`src/psd_pkg.sv`:
```
// constants and types for the program address segment decoder
// assumes a 64-bit pipeline and a 32-bit apb register port
package psd_pkg;
  localparam int unsigned VA_W     = 64;
  localparam int unsigned PA_W     = 36;
  localparam int unsigned K32_OFS  = 29;
  localparam int unsigned WIDE_MSB = 40;
  localparam int unsigned INT_W    = 3;

  localparam logic [7:0] REG_MODE     = 8'h00;
  localparam logic [7:0] REG_CFG      = 8'h04;
  localparam logic [7:0] REG_INT_STAT = 8'h08;
  localparam logic [7:0] REG_INT_MASK = 8'h0c;
  localparam logic [7:0] REG_LAST     = 8'h10;

  localparam int unsigned MODE_UW_BIT  = 0;
  localparam int unsigned MODE_SW_BIT  = 1;
  localparam int unsigned MODE_KW_BIT  = 2;
  localparam int unsigned MODE_PM_LSB  = 3;
  localparam int unsigned MODE_EXL_BIT = 5;
  localparam int unsigned MODE_ERL_BIT = 6;
  localparam int unsigned INT_ADDR_ERR = 0;
  localparam int unsigned INT_RSVD    = 1;
  localparam int unsigned INT_EXC     = 2;

  localparam logic [31:0] MODE_RST = 32'h0000_0040;
  localparam logic [2:0]  CFG_RST  = 3'h3;

  localparam logic [2:0] CCA_WT_NOALLOC = 3'h0;
  localparam logic [2:0] CCA_WT_ALLOC   = 3'h1;
  localparam logic [2:0] CCA_UNCACHED   = 3'h2;
  localparam logic [2:0] CCA_CACHED     = 3'h3;
  localparam logic [2:0] CCA_RSVD_MIN   = 3'h4;

  localparam logic [2:0] TOP3_UNCACHED = 3'h5;
  localparam logic [2:0] TOP3_CACHED   = 3'h4;
  localparam logic [2:0] TOP3_SUPER    = 3'h6;
  localparam logic [1:0] TOP2_USER     = 2'h0;
  localparam logic [1:0] TOP2_SUPER    = 2'h1;
  localparam logic [1:0] TOP2_PHYS     = 2'h2;

  typedef enum logic [1:0] {
    PSD_PM_KERNEL = 2'h0,
    PSD_PM_SUPER  = 2'h1,
    PSD_PM_USER   = 2'h2
  } psd_mode_t;

  typedef enum logic [3:0] {
    PSD_SEG_NONE        = 4'h0,
    PSD_SEG_USER        = 4'h1,
    PSD_SEG_SUP_USER    = 4'h2,
    PSD_SEG_SUP_32      = 4'h3,
    PSD_SEG_SUP_WIDE    = 4'h4,
    PSD_SEG_KERN_USER   = 4'h5,
    PSD_SEG_KUNM_CACHED = 4'h6,
    PSD_SEG_KUNM_UNCACH = 4'h7,
    PSD_SEG_KERN_SUP    = 4'h8,
    PSD_SEG_KERN_TOP    = 4'h9,
    PSD_SEG_KERN_PHYS   = 4'ha
  } psd_seg_t;

  typedef struct packed {
    logic            valid;
    logic            addr_err;
    logic            rsvd_attr;
    logic            mapped;
    logic [PA_W-1:0] paddr;
    logic [2:0]      cca;
    psd_seg_t        seg;
    psd_mode_t       mode;
    logic            wide;
  } psd_dec_t;
endpackage : psd_pkg

```
`src/psd_decoder.sv`:
```
// program address segment decoder: mode, segment, error and direct
// physical address for each pipeline address; mode state over apb.
// assumes one clock, synchronous inputs, a registered pipeline consumer.
//
// Decided for this implementation: the APB interface to the registers and the address map.
`timescale 1ns/10ps
module psd_decoder #(
  parameter int unsigned ADDR_W = 8
) (
  input  wire logic                 clk,
  input  wire logic                 rst,
  input  wire logic                 ce,
  input  wire logic                 psel,
  input  wire logic                 penable,
  input  wire logic                 pwrite,
  input  wire logic [ADDR_W-1:0]    paddr,
  input  wire logic [31:0]          pwdata,
  output logic [31:0]               prdata,
  output logic                      pready,
  output logic                      pslverr,
  input  wire logic                 req_valid,
  input  wire logic [63:0]          req_addr,
  input  wire logic                 exc_pulse,
  input  wire logic                 err_exc_pulse,
  input  wire logic                 eret_pulse,
  output psd_pkg::psd_dec_t         dec,
  output logic                      irq
);

  logic                     user_wide_ff;
  logic                     sup_wide_ff;
  logic                     kern_wide_ff;
  logic [1:0]               pm_field_ff;
  logic                     exception_level_flag_ff;
  logic                     error_level_flag_ff;
  logic [2:0]               cfg_cca_ff;
  logic [psd_pkg::INT_W-1:0] int_stat_ff;
  logic [psd_pkg::INT_W-1:0] int_mask_ff;
  logic [31:0]              prdata_ff;
  psd_pkg::psd_dec_t        dec_ff;

  // apb decode
  wire setup_ph  = psel & ~penable;
  wire access_ph = psel & penable;
  wire wr_en     = access_ph & pwrite;
  wire rd_setup  = setup_ph & ~pwrite;
  wire hit_mode  = paddr == ADDR_W'(psd_pkg::REG_MODE);
  wire hit_cfg   = paddr == ADDR_W'(psd_pkg::REG_CFG);
  wire hit_stat  = paddr == ADDR_W'(psd_pkg::REG_INT_STAT);
  wire hit_mask  = paddr == ADDR_W'(psd_pkg::REG_INT_MASK);
  wire hit_last  = paddr == ADDR_W'(psd_pkg::REG_LAST);
  wire hit_any   = hit_mode | hit_cfg | hit_stat | hit_mask | hit_last;
  wire wr_mode   = wr_en & hit_mode;
  wire wr_cfg    = wr_en & hit_cfg;
  wire wr_mask   = wr_en & hit_mask;
  wire rd_stat   = access_ph & ~pwrite & hit_stat;

  // kernel when any flag or field
  wire in_kernel = error_level_flag_ff | exception_level_flag_ff |
                   (pm_field_ff == psd_pkg::PSD_PM_KERNEL);
  wire in_super  = ~in_kernel & (pm_field_ff == psd_pkg::PSD_PM_SUPER);

  // an unused field code behaves as user, the least privileged map
  wire psd_pkg::psd_mode_t cur_mode =
    in_kernel ? psd_pkg::PSD_PM_KERNEL :
    in_super  ? psd_pkg::PSD_PM_SUPER  : psd_pkg::PSD_PM_USER;

  // wide bit of the current mode
  wire cur_wide = in_kernel ? kern_wide_ff :
                  in_super  ? sup_wide_ff  : user_wide_ff;

  wire [31:0] mode_word = {25'h0, error_level_flag_ff,
                           exception_level_flag_ff, pm_field_ff,
                           kern_wide_ff, sup_wide_ff, user_wide_ff};
  wire [31:0] last_word = {22'h0, dec_ff.wide, dec_ff.mode, dec_ff.seg,
                           dec_ff.mapped, dec_ff.rsvd_attr,
                           dec_ff.addr_err};
  wire [31:0] rd_mux =
    hit_mode ? mode_word :
    hit_cfg  ? {29'h0, cfg_cca_ff} :
    hit_stat ? {29'h0, int_stat_ff} :
    hit_mask ? {29'h0, int_mask_ff} :
    hit_last ? last_word : 32'h0;

  function automatic psd_pkg::psd_dec_t decode_addr(
    input logic [63:0]        va,
    input psd_pkg::psd_mode_t md,
    input logic               wide,
    input logic               error_level_flag,
    input logic [2:0]         k0cca
  );
    psd_pkg::psd_dec_t d;
    logic              hi_zero;
    logic              sext32;
    logic [2:0]        top3;
    d       = '0;
    d.valid = 1'b1;
    d.mode  = md;
    d.wide  = wide;
    hi_zero = ~|va[61:psd_pkg::WIDE_MSB];
    sext32  = &va[63:31];
    top3    = va[31:29];
    d.addr_err = 1'b1;
    unique case (md)
      psd_pkg::PSD_PM_USER:
      begin
        d.addr_err = wide ? |va[63:psd_pkg::WIDE_MSB] : va[31];
        d.mapped = 1'b1;
        d.seg    = psd_pkg::PSD_SEG_USER;
      end
      psd_pkg::PSD_PM_SUPER:
      begin
        d.mapped = 1'b1;
        if (wide)
        begin
          if (va[63:62] == psd_pkg::TOP2_USER)
          begin
            d.addr_err = ~hi_zero;
            d.seg      = psd_pkg::PSD_SEG_SUP_USER;
          end
          else if (va[63:62] == psd_pkg::TOP2_SUPER)
          begin
            d.addr_err = ~hi_zero;
            d.seg      = psd_pkg::PSD_SEG_SUP_WIDE;
          end
          else if (&va[63:32] && top3 == psd_pkg::TOP3_SUPER)
          begin
            d.addr_err = 1'b0;
            d.seg      = psd_pkg::PSD_SEG_SUP_32;
          end
        end
        else if (~va[31])
        begin
          d.addr_err = 1'b0;
          d.seg      = psd_pkg::PSD_SEG_SUP_USER;
        end
        else if (top3 == psd_pkg::TOP3_SUPER)
        begin
          d.addr_err = 1'b0;
          d.seg      = psd_pkg::PSD_SEG_SUP_32;
        end
      end
      psd_pkg::PSD_PM_KERNEL:
      begin
        d.addr_err = 1'b0;
        if (~wide | sext32)
        begin
          if (~va[31])
          begin
            d.seg = psd_pkg::PSD_SEG_KERN_USER;
            d.mapped = ~error_level_flag;
            d.paddr  = error_level_flag ? {4'h0, va[31:0]} : '0;
            d.cca    = error_level_flag ? psd_pkg::CCA_UNCACHED : 3'h0;
          end
          else if (top3 == psd_pkg::TOP3_CACHED ||
                   top3 == psd_pkg::TOP3_UNCACHED)
          begin
            d.paddr = {7'h0, va[psd_pkg::K32_OFS-1:0]};
            d.cca   = (top3 == psd_pkg::TOP3_CACHED) ? k0cca :
                      psd_pkg::CCA_UNCACHED;
            d.seg   = (top3 == psd_pkg::TOP3_CACHED) ?
                      psd_pkg::PSD_SEG_KUNM_CACHED :
                      psd_pkg::PSD_SEG_KUNM_UNCACH;
          end
          else
          begin
            d.mapped = 1'b1;
            d.seg    = (top3 == psd_pkg::TOP3_SUPER) ?
                       psd_pkg::PSD_SEG_KERN_SUP :
                       psd_pkg::PSD_SEG_KERN_TOP;
          end
        end
        else if (va[63:62] == psd_pkg::TOP2_PHYS)
        begin
          d.seg       = psd_pkg::PSD_SEG_KERN_PHYS;
          d.paddr     = va[psd_pkg::PA_W-1:0];
          d.cca       = va[61:59];
          d.rsvd_attr = va[61:59] >= psd_pkg::CCA_RSVD_MIN;
          d.addr_err  = d.rsvd_attr | (|va[58:psd_pkg::PA_W]);
        end
        else if (va[63:62] == psd_pkg::TOP2_USER)
        begin
          d.addr_err = ~hi_zero;
          d.seg      = psd_pkg::PSD_SEG_KERN_USER;
          d.mapped   = ~error_level_flag;
          d.paddr    = error_level_flag ? va[psd_pkg::PA_W-1:0] : '0;
          d.cca      = error_level_flag ? psd_pkg::CCA_UNCACHED : 3'h0;
        end
        else
        begin
          d.addr_err = ~hi_zero;
          d.mapped   = 1'b1;
          d.seg      = (va[63:62] == psd_pkg::TOP2_SUPER) ?
                       psd_pkg::PSD_SEG_KERN_SUP :
                       psd_pkg::PSD_SEG_KERN_TOP;
        end
      end
    endcase
    // an erroring address is never handed on or translated
    if (d.addr_err)
    begin
      d.mapped = 1'b0;
      d.paddr  = '0;
      d.cca    = 3'h0;
      d.seg    = psd_pkg::PSD_SEG_NONE;
    end
    return d;
  endfunction : decode_addr

  wire psd_pkg::psd_dec_t dec_raw = decode_addr(req_addr, cur_mode,
                                      cur_wide, error_level_flag_ff,
                                      cfg_cca_ff);
  psd_pkg::psd_dec_t nxt_dec;
  assign nxt_dec = req_valid ? dec_raw : '0;

  // exception sets a flag, return clears it
  wire exl_set = exc_pulse & ~err_exc_pulse;
  wire erl_clr = eret_pulse & error_level_flag_ff;
  wire exl_clr = eret_pulse & ~error_level_flag_ff;
  // hardware set wins over a same-cycle software write
  wire nxt_exl = exl_set | (~exl_clr & (wr_mode ?
                 pwdata[psd_pkg::MODE_EXL_BIT] : exception_level_flag_ff));
  wire nxt_erl = err_exc_pulse | (~erl_clr & (wr_mode ?
                 pwdata[psd_pkg::MODE_ERL_BIT] : error_level_flag_ff));

  wire [psd_pkg::INT_W-1:0] int_event;
  assign int_event[psd_pkg::INT_ADDR_ERR] = dec_raw.addr_err & req_valid;
  assign int_event[psd_pkg::INT_RSVD]     = dec_raw.rsvd_attr & req_valid;
  assign int_event[psd_pkg::INT_EXC]      = exc_pulse | err_exc_pulse;

  // only bits actually returned by the read are cleared, so an event
  // arriving between setup and access is not lost
  wire [psd_pkg::INT_W-1:0] nxt_int_stat;
  genvar gi;
  generate
    for (gi = 0; gi < psd_pkg::INT_W; gi++)
    begin : g_sticky
      assign nxt_int_stat[gi] = int_event[gi] |
        (int_stat_ff[gi] & ~(rd_stat & prdata_ff[gi]));
    end
  endgenerate

  always_ff @(posedge clk)
  begin
    if (rst)
      int_stat_ff <= '0;
    else if (ce)
      int_stat_ff <= nxt_int_stat;
  end

  always_ff @(posedge clk)
  begin
    if (rst)
    begin
      user_wide_ff <= psd_pkg::MODE_RST[psd_pkg::MODE_UW_BIT];
      sup_wide_ff  <= psd_pkg::MODE_RST[psd_pkg::MODE_SW_BIT];
      kern_wide_ff <= psd_pkg::MODE_RST[psd_pkg::MODE_KW_BIT];
      pm_field_ff  <= psd_pkg::MODE_RST[psd_pkg::MODE_PM_LSB +: 2];
    end
    else if (ce && wr_mode)
    begin
      user_wide_ff <= pwdata[psd_pkg::MODE_UW_BIT];
      sup_wide_ff  <= pwdata[psd_pkg::MODE_SW_BIT];
      kern_wide_ff <= pwdata[psd_pkg::MODE_KW_BIT];
      pm_field_ff  <= pwdata[psd_pkg::MODE_PM_LSB +: 2];
    end
  end

  always_ff @(posedge clk)
  begin
    if (rst)
    begin
      exception_level_flag_ff <= psd_pkg::MODE_RST[psd_pkg::MODE_EXL_BIT];
      error_level_flag_ff     <= psd_pkg::MODE_RST[psd_pkg::MODE_ERL_BIT];
    end
    else if (ce)
    begin
      exception_level_flag_ff <= nxt_exl;
      error_level_flag_ff     <= nxt_erl;
    end
  end

  always_ff @(posedge clk)
  begin
    if (rst)
    begin
      cfg_cca_ff  <= psd_pkg::CFG_RST;
      int_mask_ff <= '0;
    end
    else if (ce)
    begin
      if (wr_cfg)
        cfg_cca_ff <= pwdata[2:0];
      if (wr_mask)
        int_mask_ff <= pwdata[psd_pkg::INT_W-1:0];
    end
  end

  always_ff @(posedge clk)
  begin
    if (rst)
    begin
      prdata_ff <= 32'h0;
      dec_ff    <= '0;
    end
    else if (ce)
    begin
      if (rd_setup)
        prdata_ff <= rd_mux;
      dec_ff <= nxt_dec;
    end
  end

  assign prdata  = prdata_ff;
  // zero wait states; an unmapped address answers with an error
  assign pready  = 1'b1;
  assign pslverr = access_ph & ~hit_any;
  assign dec     = dec_ff;
  assign irq     = |(int_stat_ff & int_mask_ff);

endmodule : psd_decoder

```
`config.mk`:
```
export PLATFORM = sky130hd
export DESIGN_NAME = psd_decoder
export DESIGN_NICKNAME = d
export VERILOG_FILES = /design/src/psd_pkg.sv /design/src/psd_decoder.sv
export SDC_FILE = /design/constraint.sdc
export NUM_CORES = 1
export LEC_CHECK = 0
export BUFFER_PORTS_ARGS = -buffer_cell sky130_fd_sc_hd__clkbuf_2
export CORE_ASPECT_RATIO = 1.2
export CORE_MARGIN = 2
export CORE_UTILIZATION = 35
export CTS_BUF_LIST = sky130_fd_sc_hd__clkbuf_16
export CTS_CLUSTER_DIAMETER = 30
export DETAILED_ROUTE_END_ITERATION = 8
export GPL_TIMING_DRIVEN = 1
export PLACE_DENSITY = 0.66
export SETUP_SLACK_MARGIN = 0.2
export SYNTH_ARGS = -nofsm -noshare
export SYNTH_HDL_FRONTEND = slang
export SYNTH_SLANG_ARGS = --single-unit
```
`constraint.sdc`:
```
create_clock -name clk -period 2.6 [get_ports clk]
set_clock_uncertainty 0.2 [all_clocks]
set_input_delay 0.52 -clock clk [delete_from_list [all_inputs] [get_ports clk]]
set_output_delay 0.52 -clock clk [all_outputs]
set_load 0.01 [all_outputs]
```
==> impl_metrics.ini <==
[critical_path]
crit_buf_inv = 1
cp_top_family = simple AND/OR/NAND/NOR gates
slowest_delay_ps = 550
worstPathMaxFanout = 5
cp.arrival_ps = 2470
cp_slowest_cell = or4b_4
worstSetupEndpointType = register
r2r_cells = 7
crit_required_ps = 2680
crit_cells = 7
crit_type = reg -> reg
start_kind = register
path_cells = or4b_4, a21oi_4, or2_4, buf_4, nor3_1, nor4b_2, a22o_1

[sta]
worstMarginPinSlew_ps = 1050
rsz0062_at_grt = true
fin_crit_sh = 0.919
final-hold-violation-count = 0
final.min_clock_period_ps = 2390
final-setup-viol-count = 0
slew_violations = 0
slew-limit-headroom = 0.302
tns_ps = 0
max_freq_mhz = 419

[min_path]
worstHoldPathCells = 3
hold_path.class = in -> reg

[synth]
synth.distinct_cells = 68
syn_avg_cell_area_um2 = 8.30
yosys_most_used_dff = dfxtp_1
syn_inst = 479
synth_area_um2 = 3980
yosysTopAreaCellShare = 0.383
synth_edf_count = 0
yosys-top-cells-area = dfxtp_1, nand2_1, o31ai_1
synth_top_area_cell = dfxtp_1
ys_ff_latch = 76
synth_warnings = 0
synth_seq_area_share = 0.383
async_flop_share = 0

[power_and_ir_drop]
p_per_area_nw_per_um2 = 489
leakage_nw = 2.71
peakVddDrop_mv = 0.276
p_total_w = 0.00291

[place]
dpl.hpwl_um = 9290
io_buffers = 150
dpl-instance-area_um2 = 5010
place_congestion = 0.934

[global_route]
antenna_found_initial = 0
grt_use_total = 0.201
met3_usage = 0.0451
met2_usage = 0.343
use_met1 = 0.242
grt_max_degree = 44
grt_pass1_vias = 4037
overflow = 0
busiest_layer = met2
grt_pass1_wl_um = 19500

[clock_tree]
cts_buffer_depth = 2
cts_made_buffers = 9
cts_max_level = 3
clock-sinks = 76
cts_root_buf = clkbuf_16
clk_pin_slew_ps = 50
cts_tree = done
clock_latency_ps = 340

[die]
die_w_um = 101
die_y_um = 121
fp-row-count = 42
dieArea_um2 = 12200
start_util = 0.360
io_pins = 199
core_area_um2 = 11000

[layout]
stdcell_area_um2 = 5940
drive_gt1_frac = 0.426
nets = 782
antennaDiodeCount = 0
synthToLayoutAreaGrowth_pct = 49.5

[routing]
postRouteAntennaNets = 0
num_vias = 4278
avgRoutedWirePerCell_um = 16.4
drt_first_pass_iters = 4
wl_um = 13100
drt_iter0_drc = 220
vias_per_cell = 5.36
drcViolationCount = 0

[run_status]
status = finished, final reports clean

[flow_run]
max_cap_violations = 0
synthesized netlist by cell type, drive strengths merged, types with 14 or more instances:
cell type  count
nand2         64
nor2          29
o31ai         32
o21ai         14
clkbuf        15
dfxtp         76
nor3          14
nand3         14
mux2i         14
buf           34
inv           38
a21oi         18
cells by family after synthesis:
logic type,share of synthesized area
AO/OA/AOI/OAI,0.226
adder cells (fa/ha/maj),0.0189
buffers and inverters,0.110
flip-flops,0.383
multiplexers,0.0352
other,0.00189
AND/OR/NAND/NOR,0.226
final cells by class:
| cell class | count | area (um2) |
|---|---|---|
| clock inverter | 6 | 80.1 |
| clock buffer | 9 | 225 |
| fill | 1023 | 5090 |
| timing repair buffer | 200 | 1260 |
| inverter | 39 | 146 |
| sequential | 76 | 1530 |
| multi-input combinational | 336 | 2540 |
| tap | 132 | 165 |
stage by stage:
stage | util | std cells | worst slack [ps] | hold slack, ps
finish | 0.539 | 798 | 211 | 212
global route | 0.539 | 798 | 136 | 209
CTS | 0.503 | 794 | 197 | 198
detailed placement | 0.454 | 771 | -176 | 243
global placement | 0.454 | 771 | -70.4 | 235
floorplan | - | 500 | 21.0 | 265
metal layers:
| metal | part of all wire | wire (um) |
|---|---|---|
| met5 | 0 | 0 |
| met3 | 0.063 | 823 |
| met1 | 0.40 | 5280 |
| met2 | 0.51 | 6670 |
| met4 | 0.022 | 294 |
state kept, by name (all words and copies together) (netlist names), 2 cells and up:
register,count
pm_field_ff,2
int_mask_ff,3
cfg_cca_ff,3
dec,50
int_stat_ff,3
prdata,10
path summary, 6_finish.rpt:
kind	slack (ps)	end	from
min	210	dec[11]	req_addr[1]
min reg2reg	260	prdata[8]	prdata[8]
max reg2reg	210	dec[43]	error_level_flag_ff
max	210	dec[43]	error_level_flag_ff
timing repair:
| item | CTS | global route |
|---|---|---|
| endpoints found under the setup margin | 46 | 49 |
| cloned | 2 | 2 |
| resized for setup | 30 | 64 |
| hold buffers | 0 | 0 |
| setup buffers | 6 | 2 |
| pin swaps | 10 | 20 |
cell usage in the layout, fill, tap and decap left out, drive strengths merged, types with 10 or more instances in the layout:
cell	instances
clkbuf	157
dfxtp	76
nand2	64
buf	52
inv	38
o31ai	32
nor2	29
conb	23
a21oi	18
mux2i	14
o21ai	14
nand3	14
nor3	14
nand4	11
nor4	11
a22o	10
worst register-to-register path, cell delays in order, from the launching register on:
cell     delay, ps
dfxtp_2        340
or4b_4         550
a21oi_4        200
or2_4          170
buf_4          110
nor3_1          60
nor4b_2        500
a22o_1         210
where the power goes:
group / total (W) / switching, W / internal [W] / leakage (nW)
logic: 0.000402 / 0.000236 / 0.000166 / 1.95
clock network: 0.00129 / 0.000469 / 0.000826 / 0.146
registers: 0.00121 / 0.0000180 / 0.00119 / 0.618
(Power assumes the default switching activity.)
